--- config.mk ---
export PLATFORM = sky130hd
export DESIGN_NAME = spp_pipe_port
export DESIGN_NICKNAME = d
export VERILOG_FILES = /design/src/spp_pkg.sv /design/src/spp_pipe_port.sv /design/src/spp_runs_gen.sv
export SDC_FILE = /design/constraint.sdc
export NUM_CORES = 1
export LEC_CHECK = 0
export BUFFER_PORTS_ARGS = -buffer_cell sky130_fd_sc_hd__buf_4
export CORE_MARGIN = 2
export CORE_UTILIZATION = 61
export CTS_BUF_LIST = sky130_fd_sc_hd__clkbuf_16
export CTS_CLUSTER_SIZE = 16
export DETAILED_ROUTE_END_ITERATION = 7
export PLACE_DENSITY_LB_ADDON = 0.15
export SYNTH_ARGS = -nofsm -noshare
export SYNTH_HDL_FRONTEND = slang
export SYNTH_HIERARCHICAL = 1
export SYNTH_SLANG_ARGS = --single-unit
--- constraint.sdc ---
create_clock -name clk -period 17.6 [get_ports clk]
set_input_delay 2.64 -clock clk [delete_from_list [all_inputs] [get_ports clk]]
set_output_delay 2.64 -clock clk [all_outputs]
set_load 0.03 [all_outputs]
--- src/spp_pkg.sv ---
package spp_pkg;

  localparam int CLK_MHZ    = 100;
  localparam int DEEMPH_NS  = 128;
  // longest time: rounds down
  localparam int DEEMPH_CYC = (DEEMPH_NS * CLK_MHZ) / 1000;

  localparam int RUN_MIN = 50;
  localparam int RUN_MAX = 250;
  localparam int RUN_LEN = 100;
  localparam logic [7:0] RUN_LAST = 8'(RUN_LEN - 1);

  localparam int PWR_SETTLE_CYC = 8;
  localparam int DETECT_CYC     = 16;
  localparam logic [3:0] PWR_LOAD = 4'(PWR_SETTLE_CYC);
  localparam logic [4:0] DET_LOAD = 5'(DETECT_CYC);

  localparam logic [2:0] ST_OK        = 3'h0;
  localparam logic [2:0] ST_SKP_ADD   = 3'h1;
  localparam logic [2:0] ST_SKP_DEL   = 3'h2;
  localparam logic [2:0] ST_RXDET     = 3'h3;
  localparam logic [2:0] ST_DECODE    = 3'h4;
  localparam logic [2:0] ST_OVERFLOW  = 3'h5;
  localparam logic [2:0] ST_UNDERFLOW = 3'h6;
  localparam logic [2:0] ST_DISPARITY = 3'h7;

  localparam logic [1:0] DE_6DB  = 2'h0;
  localparam logic [1:0] DE_3P5  = 2'h1;
  localparam logic [1:0] DE_NONE = 2'h2;
  localparam logic [1:0] DE_RSV  = 2'h3;

  localparam logic [1:0] DEEMPH_RST = DE_6DB;
  localparam logic [2:0] MARGIN_RST = 3'h0;

  typedef enum logic [1:0] {
    SPP_P0 = 2'b00,
    SPP_P1 = 2'b01,
    SPP_P2 = 2'b10,
    SPP_P3 = 2'b11
  } spp_pwr_t;

  typedef enum logic [1:0] {
    TX_IDLE = 2'b00,
    TX_LOW  = 2'b01,
    TX_HIGH = 2'b10
  } spp_txph_t;

  typedef struct packed {
    logic       k;
    logic [7:0] data;
  } spp_sym_t;

  typedef struct packed {
    logic [1:0]  flags;
    logic [15:0] data;
  } spp_word_t;

  typedef struct packed {
    logic       txClk;
    spp_word_t  txWord;
    logic       detReq;
    logic       idleForce;
    logic       runsReq;
    logic [1:0] deemph;
    logic [2:0] margin;
    logic       swing;
    logic       polarity;
    logic       term;
    spp_pwr_t   pwrSel;
  } spp_pins_t;

endpackage

--- src/spp_pipe_port.sv ---
// Contract
// tx word holds two symbols, low first
// each tx byte has own control flag
// controller drives tx on its clock edge
// device drives parallel clock for rx side
// rx word holds two symbols, low first
// rx flag: zero data, one control
// rx valid only with symbol lock
// phy reset clears logic asynchronously
// detect request starts detect or loopback
// idle request forces transmit electrical idle
// three-bit receive status code reported
// no underflow code in nominal-empty mode
// two-bit code selects power state P0-P3
// P3 to P0 signaling is asynchronous
// done flag marks power, rate, detect completion; no rate change here, so the flag marks power and detect only
// done flag sampled asynchronously around P3
// ones-zeros sends alternating runs, ignores data
// de-emphasis code applied within 128 ns
// margin code and swing set level
// polarity input inverts received data
// termination input adds or removes terminations
// rate and mode pins held fixed
// done flag pulses one cycle per operation
`timescale 1ns/1ns
module spp_pipe_port (
  input  wire logic          clk,
  input  wire logic          arst_n,
  input  wire logic          clkEn,
  input  wire logic          phyAsyncResetN,
  input  wire logic          txClk,
  input  spp_pkg::spp_word_t txWordIn,
  input  wire logic          detectOrLoopbackRequest,
  input  wire logic          transmitIdleForce,
  input  wire logic          alternatingRunsRequest,
  input  wire logic [1:0]    deemphasisSelect,
  input  wire logic [2:0]    voltageLevelSelect,
  input  wire logic          swingHalf,
  input  wire logic          rxPolarity,
  input  wire logic          receiverTerminationControl,
  input  spp_pkg::spp_pwr_t  powerDown,
  input  spp_pkg::spp_sym_t  lineRxSym,
  input  wire logic          lineRxValid,
  input  wire logic          lineRxLock,
  input  wire logic [2:0]    lineRxCode,
  input  wire logic          lineRxIdle,
  input  wire logic          receiverPresent,
  input  wire logic          elasNominalEmpty,
  output logic               pclk,
  output spp_pkg::spp_word_t rxWord,
  output logic               rxValid,
  output logic [2:0]         rxStatus,
  output logic               operationDoneFlag,
  output logic               receiveIdleIndicator,
  output spp_pkg::spp_sym_t  lineTxSym,
  output logic               lineTxValid,
  output logic               lineTxIdle,
  output logic               lineRunBit,
  output logic               lineRunsActive,
  output logic               loopbackActive,
  output spp_pkg::spp_pwr_t  powerState,
  output logic [1:0]         appliedDeemph,
  output logic [2:0]         appliedMargin,
  output logic               appliedSwing,
  output logic               termEnable
);
  import spp_pkg::*;

  localparam int DEEMPH_WAIT = DEEMPH_CYC;

  function automatic logic [2:0] filtCode(input logic [2:0] code, input logic nomEmpty);
    return (nomEmpty && code == ST_UNDERFLOW) ? ST_OK : code;
  endfunction

  function automatic spp_sym_t invSym(input spp_sym_t s, input logic inv);
    spp_sym_t r;
    r      = s;
    r.data = s.data ^ {8{inv}};
    return r;
  endfunction

  logic      rstN;
  spp_pins_t pinRaw;
  spp_pins_t pinA_q;
  spp_pins_t pinB_q;

  // both resets act without a clock
  assign rstN = arst_n & phyAsyncResetN;

  // every control pin, tx clock and tx bus included, is foreign to clk
  assign pinRaw = {txClk, txWordIn, detectOrLoopbackRequest, transmitIdleForce,
                   alternatingRunsRequest, deemphasisSelect, voltageLevelSelect,
                   swingHalf, rxPolarity, receiverTerminationControl, powerDown};

  always_ff @(posedge clk or negedge rstN) begin
    if (!rstN) begin
      pinA_q <= '0;
      pinB_q <= '0;
    end else if (clkEn) begin
      pinA_q <= pinRaw;
      pinB_q <= pinA_q;
    end
  end

  // power and detect group
  spp_pwr_t   pwr_q;
  spp_pwr_t   pwr_d;
  spp_pwr_t   target_q;
  spp_pwr_t   target_d;
  logic [3:0] pwrCnt_q;
  logic [3:0] pwrCnt_d;
  logic [4:0] detCnt_q;
  logic [4:0] detCnt_d;
  logic       detPrev_q;
  logic       done_q;
  logic       done_d;
  logic       pclk_q;
  logic       pclk_d;
  logic       pwrBusy;
  logic       detBusy;
  logic       pwrStart;
  logic       detStart;
  logic       pwrDone;
  logic       detDone;

  always_comb begin
    pwrBusy  = pwrCnt_q != 4'h0;
    detBusy  = detCnt_q != 5'h0;
    pwrStart = !pwrBusy && !detBusy && pinB_q.pwrSel != pwr_q;
    // detection only from P2; in P0 the same request means loopback
    detStart = !pwrBusy && !detBusy && pinB_q.detReq && !detPrev_q
               && pwr_q == SPP_P2;
    pwrDone  = pwrCnt_q == 4'h1;
    detDone  = detCnt_q == 5'h1;
    pwr_d    = pwrDone ? target_q : pwr_q;
    target_d = pwrStart ? pinB_q.pwrSel : target_q;
    pwrCnt_d = pwrStart ? PWR_LOAD : (pwrBusy ? pwrCnt_q - 4'h1 : pwrCnt_q);
    detCnt_d = detStart ? DET_LOAD : (detBusy ? detCnt_q - 5'h1 : detCnt_q);
    done_d   = pwrDone || detDone;
    // parallel clock halts in P3; the done pulse still runs on clk
    pclk_d   = (pwr_q == SPP_P3) ? 1'b0 : ~pclk_q;
  end

  always_ff @(posedge clk or negedge rstN) begin
    if (!rstN) begin
      pwr_q     <= SPP_P0;
      target_q  <= SPP_P0;
      pwrCnt_q  <= '0;
      detCnt_q  <= '0;
      detPrev_q <= 1'b0;
      done_q    <= 1'b0;
      pclk_q    <= 1'b0;
    end else if (clkEn) begin
      pwr_q     <= pwr_d;
      target_q  <= target_d;
      pwrCnt_q  <= pwrCnt_d;
      detCnt_q  <= detCnt_d;
      detPrev_q <= pinB_q.detReq;
      done_q    <= done_d;
      pclk_q    <= pclk_d;
    end
  end

  // transmit group
  logic      txClkPrev_q;
  spp_word_t txHold_q;
  spp_word_t txHold_d;
  spp_txph_t txPh_q;
  spp_txph_t txPh_d;
  spp_sym_t  txSym_q;
  spp_sym_t  txSym_d;
  logic      txValid_q;
  logic      txValid_d;
  logic      txIdle_q;
  logic      txIdle_d;
  logic      txCapture;
  logic      loopOn;
  logic      runsOn;

  always_comb begin
    runsOn    = pinB_q.runsReq;
    loopOn    = pinB_q.detReq && pwr_q == SPP_P0 && !pwrBusy;
    txCapture = pinB_q.txClk && !txClkPrev_q && pwr_q == SPP_P0
                && !runsOn && !loopOn && !pinB_q.idleForce;
    txHold_d  = txHold_q;
    txPh_d    = txPh_q;
    txSym_d   = txSym_q;
    txValid_d = 1'b0;
    txIdle_d  = pinB_q.idleForce || pwr_q != SPP_P0;
    case (txPh_q)
      TX_LOW: begin
        txSym_d   = '{k: txHold_q.flags[0], data: txHold_q.data[7:0]};
        txValid_d = 1'b1;
        txPh_d    = TX_HIGH;
      end
      TX_HIGH: begin
        txSym_d   = '{k: txHold_q.flags[1], data: txHold_q.data[15:8]};
        txValid_d = 1'b1;
        txPh_d    = TX_IDLE;
      end
      default: begin
        txPh_d = TX_IDLE;
      end
    endcase
    if (txCapture) begin
      txHold_d = pinB_q.txWord;
      txPh_d   = TX_LOW;
    end
    if (runsOn) begin
      txPh_d    = TX_IDLE;
      txValid_d = 1'b0;
    end
    if (loopOn) begin
      txSym_d   = lineRxSym;
      txValid_d = lineRxValid;
      txPh_d    = TX_IDLE;
    end
  end

  always_ff @(posedge clk or negedge rstN) begin
    if (!rstN) begin
      txClkPrev_q <= 1'b0;
      txHold_q    <= '0;
      txPh_q      <= TX_IDLE;
      txSym_q     <= '0;
      txValid_q   <= 1'b0;
      txIdle_q    <= 1'b1;
    end else if (clkEn) begin
      txClkPrev_q <= pinB_q.txClk;
      txHold_q    <= txHold_d;
      txPh_q      <= txPh_d;
      txSym_q     <= txSym_d;
      txValid_q   <= txValid_d;
      txIdle_q    <= txIdle_d;
    end
  end

  spp_runs_gen u_runs (
    .clk       (clk),
    .arst_n    (rstN),
    .clkEn     (clkEn),
    .enable    (runsOn),
    .runBit    (lineRunBit),
    .runActive (lineRunsActive)
  );

  // receive and configuration group
  logic      rxHalf_q;
  logic      rxHalf_d;
  spp_sym_t  rxLow_q;
  spp_sym_t  rxLow_d;
  logic [2:0] statLow_q;
  logic [2:0] statLow_d;
  spp_word_t rxWord_q;
  spp_word_t rxWord_d;
  logic      rxValid_q;
  logic      rxValid_d;
  logic [2:0] rxStatus_q;
  logic [2:0] rxStatus_d;
  logic [1:0] deemph_q;
  logic [1:0] deemph_d;
  logic [2:0] margin_q;
  logic       swing_q;
  logic       term_q;
  logic       rxIdle_q;
  spp_sym_t  rxSym;
  logic [2:0] curCode;
  logic      pairDone;

  always_comb begin
    rxSym      = invSym(lineRxSym, pinB_q.polarity);
    curCode    = filtCode(lineRxCode, elasNominalEmpty);
    pairDone   = lineRxValid && lineRxLock && rxHalf_q;
    rxHalf_d   = rxHalf_q;
    rxLow_d    = rxLow_q;
    statLow_d  = statLow_q;
    rxWord_d   = rxWord_q;
    rxValid_d  = rxValid_q;
    rxStatus_d = rxStatus_q;
    if (!lineRxLock) begin
      rxHalf_d  = 1'b0;
      rxValid_d = 1'b0;
    end else if (lineRxValid) begin
      if (!rxHalf_q) begin
        rxLow_d   = rxSym;
        statLow_d = curCode;
        rxHalf_d  = 1'b1;
      end else begin
        rxWord_d   = '{flags: {rxSym.k, rxLow_q.k}, data: {rxSym.data, rxLow_q.data}};
        // an error on the first byte outranks a clean second byte
        rxStatus_d = (statLow_q != ST_OK) ? statLow_q : curCode;
        rxValid_d  = 1'b1;
        rxHalf_d   = 1'b0;
      end
    end
    if (detDone && receiverPresent) begin
      rxStatus_d = ST_RXDET;
    end
    // reserved code keeps the last good setting
    deemph_d = (pinB_q.deemph == DE_RSV) ? deemph_q : pinB_q.deemph;
  end

  always_ff @(posedge clk or negedge rstN) begin
    if (!rstN) begin
      rxHalf_q   <= 1'b0;
      rxLow_q    <= '0;
      statLow_q  <= ST_OK;
      rxWord_q   <= '0;
      rxValid_q  <= 1'b0;
      rxStatus_q <= ST_OK;
      deemph_q   <= DEEMPH_RST;
      margin_q   <= MARGIN_RST;
      swing_q    <= 1'b0;
      term_q     <= 1'b0;
      rxIdle_q   <= 1'b1;
    end else if (clkEn) begin
      rxHalf_q   <= rxHalf_d;
      rxLow_q    <= rxLow_d;
      statLow_q  <= statLow_d;
      rxWord_q   <= rxWord_d;
      rxValid_q  <= rxValid_d;
      rxStatus_q <= rxStatus_d;
      deemph_q   <= deemph_d;
      margin_q   <= pinB_q.margin;
      swing_q    <= pinB_q.swing;
      term_q     <= pinB_q.term;
      rxIdle_q   <= lineRxIdle;
    end
  end

  assign pclk                 = pclk_q;
  assign rxWord               = rxWord_q;
  // gated so a lost lock drops valid in the same cycle
  assign rxValid              = rxValid_q & lineRxLock;
  assign rxStatus             = rxStatus_q;
  assign operationDoneFlag    = done_q;
  assign receiveIdleIndicator = rxIdle_q;
  assign lineTxSym            = txSym_q;
  assign lineTxValid          = txValid_q;
  assign lineTxIdle           = txIdle_q;
  assign loopbackActive       = loopOn;
  assign powerState           = pwr_q;
  assign appliedDeemph        = deemph_q;
  assign appliedMargin        = margin_q;
  assign appliedSwing         = swing_q;
  assign termEnable           = term_q;
endmodule

--- src/spp_runs_gen.sv ---
`timescale 1ns/1ns
module spp_runs_gen (
  input  wire logic clk,
  input  wire logic arst_n,
  input  wire logic clkEn,
  input  wire logic enable,
  output logic      runBit,
  output logic      runActive
);
  import spp_pkg::*;

  logic [7:0] cnt_q;
  logic [7:0] cnt_d;
  logic       bit_q;
  logic       bit_d;
  logic       act_q;
  logic       act_d;

  always_comb begin
    cnt_d = cnt_q;
    bit_d = bit_q;
    act_d = enable;
    if (!enable) begin
      cnt_d = '0;
      bit_d = 1'b1;
    end else if (cnt_q == RUN_LAST) begin
      cnt_d = '0;
      bit_d = ~bit_q;
    end else begin
      cnt_d = cnt_q + 8'h01;
    end
  end

  always_ff @(posedge clk or negedge arst_n) begin
    if (!arst_n) begin
      cnt_q <= '0;
      bit_q <= 1'b1;
      act_q <= 1'b0;
    end else if (clkEn) begin
      cnt_q <= cnt_d;
      bit_q <= bit_d;
      act_q <= act_d;
    end
  end

  assign runBit    = bit_q;
  assign runActive = act_q;
endmodule

==> flow_metrics.tcl <==
set metrics [dict create \
    power_frac_seq_pct 42.7 \
    grt_pass1_vias 4556 \
    final_util_pct 75.1 \
    fmax_mhz 176 \
    synth_cell_types 60 \
    initial_core_util_pct 61.8 \
    p_clk_share_pct 30.8 \
    rsz0062_at_grt "no" \
    htreeDepth 4 \
    cts-root-buf "clkbuf_16" \
    end_kind "output pin" \
    clkTransAtPathRegs_ns 0.06 \
    clk_latency_ns 0.42 \
    regToRegSetupSlack_ns 15.37 \
    min_period_ns 5.69 \
    postCtsHoldBufs 0 \
    skew_ns 0.00492 \
    relSlewSlack_pct 23.4 \
    clkSinkCount 165 \
    slew_viol_final 0 \
    worst_pin_slew_ns 1.15 \
    antenna_found_initial 0 \
    cp_max_fo 5 \
    grt_pass1_wl_um 23000 \
    synth_edf_count 0 \
    final-hold-violation-count 0 \
    reg2reg_from "txPh_q[0]$_DFFE_PN0P_" \
    leakagePower_nw 4.00 \
    ys_seq_area_share_pct 59.3 \
    yosys_warnings 6 \
    p_sw_share_pct 31.2 \
    drive_gt1_share_pct 38.8 \
    r2r_cells 5 \
    n_antenna_cell 0 \
    whs_path_depth 2 \
    wl_um 13400 \
    drtIter0Drc 374 \
    cts_setup_buffers 0 \
    grt.total_usage_pct 23.6 \
    vias_per_cell 5.67 \
    crit_path_start_kind "primary input" \
    finalNetCount 693 \
    vdd_ir_drop_max_mv 0.138 \
    fin_tns_setup_ns 0 \
    portBuffers 100 \
    gp_congestion 0.871 \
    syn_area_um2 6970 \
    period_share_pct 32.3 \
    first_pass_iters 4 \
    place_area_um2 7840 \
    grt_overflow 0 \
    core-area_um2 11300 \
    cp_common_cell "buf_4" \
    crit_slowest_cell "buf_4" \
    io_pins 101 \
    syn_inst 532 \
    reg2reg_to "lineTxSym[4]$_DFFE_PN0P_" \
    setup_violations 0 \
    synthArstFlopShare_pct 100 \
    hp-start "rxLow_q[5]$_DFFE_PN0P_" \
    cts_resized 0 \
    cts_tree "done" \
    syn_nets 594 \
    drc 0 \
    die-area_um2 12300 \
    powerDensity_nw_per_um2 152 \
    cp_cell_sequence "buf_4, and2_1, buf_4" \
    syn_avg_cell_area_um2 13.1 \
    dp_hpwl_um 9050 \
    hold_end "rxLow_q[5]$_DFFE_PN0P_" \
    via_count 4463 \
    syn_to_final_growth_pct 21.5 \
    cts_max_path_buffers 2 \
    crit_type "primary input to output pin" \
    final_cell_area_um2 8470 \
    ant_nets 0 \
    grt_max_degree 92 \
    crit_arrival_ns 3.05 \
    ys.flop_type "dfrtp_1" \
    p_int_mw 0.888 \
    status "complete, no violations" \
    required_ns 14.96 \
    wire_per_inst_um 17.0 \
    rows 39 \
    die_h_um 111 \
    critPathMaxStageDelay_ns 0.16 \
    hp-class "register to register" \
    p_comb_share_pct 26.5 \
    fp.dieW_um 111 \
    power_switching_mw 0.402 \
    max_cap_violations 0 \
    cts_buffers 17 \
    synth_seq_cells 165 \
]
==> cells by family (layout without fill, tap and decap cells) <==
kind of cell,Yosys count,in the layout,synth area share (%)
buffers and inverters,54,166,3.12
and+or+nand+nor,91,91,7.34
DFF,165,165,59.3
muxes,117,117,18.7
xor gates and xnor gates,12,12,1.51
adders and majority gates,9,9,1.62
AOI/OAI and AO/OA,84,84,8.45
==> cells in the final DEF (no fill, tap or decap), types with 3 or more instances in the layout <==
cell | synthesis | routed
a21o_1 | 4 | 4
a21oi_1 | 11 | 11
a222oi_1 | 9 | 9
a22oi_1 | 4 | 4
a2bb2oi_1 | 3 | 3
and2_1 | 5 | 4
buf_4 | 1 | 104
bufinv_16 | 0 | 5
clkbuf_16 | 0 | 17
dfrtp_1 | 162 | 162
dfstp_2 | 3 | 3
ha_1 | 9 | 9
inv_1 | 30 | 32
mux2_2 | 103 | 103
mux2i_1 | 12 | 12
nand2_1 | 26 | 26
nand2b_1 | 3 | 3
nand3_1 | 7 | 7
nand3b_1 | 4 | 4
nor2_1 | 14 | 14
nor2b_1 | 4 | 4
nor3_1 | 5 | 5
nor4b_1 | 4 | 3
o21ai_0 | 26 | 26
o31ai_1 | 3 | 3
xnor2_1 | 12 | 12
==> area by class of cell <==
type | count | area, um2
clock buffers | 17 | 425
clock inverters | 15 | 210
fillers | 734 | 2800
inverters | 30 | 113
multi-input cells | 313 | 2630
flip-flops and latches | 165 | 4130
well taps | 143 | 179
repair buffers | 104 | 781
==> cells in the mapped netlist (5+ instances only) <==
| master | instances | area (um2) |
|---|---|---|
| nand2_1 | 26 | 97.6 |
| nor3_1 | 5 | 25.0 |
| nand3_1 | 7 | 35.0 |
| xnor2_1 | 12 | 105 |
| and2_1 | 5 | 31.3 |
| a21oi_1 | 11 | 55.1 |
| dfrtp_1 | 162 | 4050 |
| mux2_2 | 103 | 1160 |
| a222oi_1 | 9 | 90.1 |
| ha_1 | 9 | 113 |
| inv_1 | 30 | 113 |
| clkbuf_1 | 19 | 71.3 |
| o21ai_0 | 26 | 130 |
| mux2i_1 | 12 | 120 |
| nor2_1 | 14 | 52.6 |
==> flip-flops by register name (all words and copies together), names as in the netlist, 3 cells and up <==
signal         flops
rxLow_q            9
pinA_q            32
lineTxSym          9
appliedMargin      3
rxStatus           3
u_runs/cnt_q       8
pwrCnt_q           4
statLow_q          3
pinB_q            31
rxWord            18
txHold_q          18
detCnt_q           5
==> metal layers <==
metal | up-vias | GRT usage (%) | wire (um)
met5 | - | 0 | 0
met4 | 0 | 7.83 | 193
met2 | 90 | 38.2 | 6880
li1 | 2101 | - | -
met3 | 18 | 6.56 | 541
met1 | 2254 | 31.1 | 5770
==> worst max-delay path by stage <==
| stage | end | startpoint | slack (ns) |
|---|---|---|---|
| finish | rxValid | lineRxLock | 11.91 |
| CTS | rxValid | lineRxLock | 11.91 |
| global placement | rxValid | lineRxLock | 11.91 |
| detailed placement | rxValid | lineRxLock | 11.91 |
| floorplan | appliedDeemph[0]$_DFFE_PN0P_ | phyAsyncResetN | 9.67 |
| global route | rxValid | lineRxLock | 11.88 |
==> worst max-delay path, delay by kind of cell <==
kind / cells / cell delay (ns)
buffers and inverters: 2 / 0.28
AND/OR/NAND/NOR: 1 / 0.13
==> per-stage QoR <==
| step | power, mW | worst slack [ns] | hold WS (ns) | instances |
|---|---|---|---|---|
| floorplan | 0.773 | 9.67 | 0.446 | 532 |
| global placement | 0.879 | 11.91 | 0.457 | 755 |
| detailed placement | 0.899 | 11.91 | 0.467 | 755 |
| CTS | 1.30 | 11.91 | 0.481 | 787 |
| global route | 1.36 | 11.88 | 0.511 | 787 |
| finish | 1.29 | 11.91 | 0.478 | 787 |
==> power by group through the flow <==
stage | Clock (mW) | Combinational, mW | Sequential (mW)
after floorplan | 0 | 0.164 | 0.608
after CTS | 0.401 | 0.346 | 0.551
final | 0.397 | 0.342 | 0.551
after global routing | 0.422 | 0.371 | 0.565
after detailed placement | 0 | 0.344 | 0.555
after global placement | 0 | 0.331 | 0.549
Power figures use the tool's default switching activity.
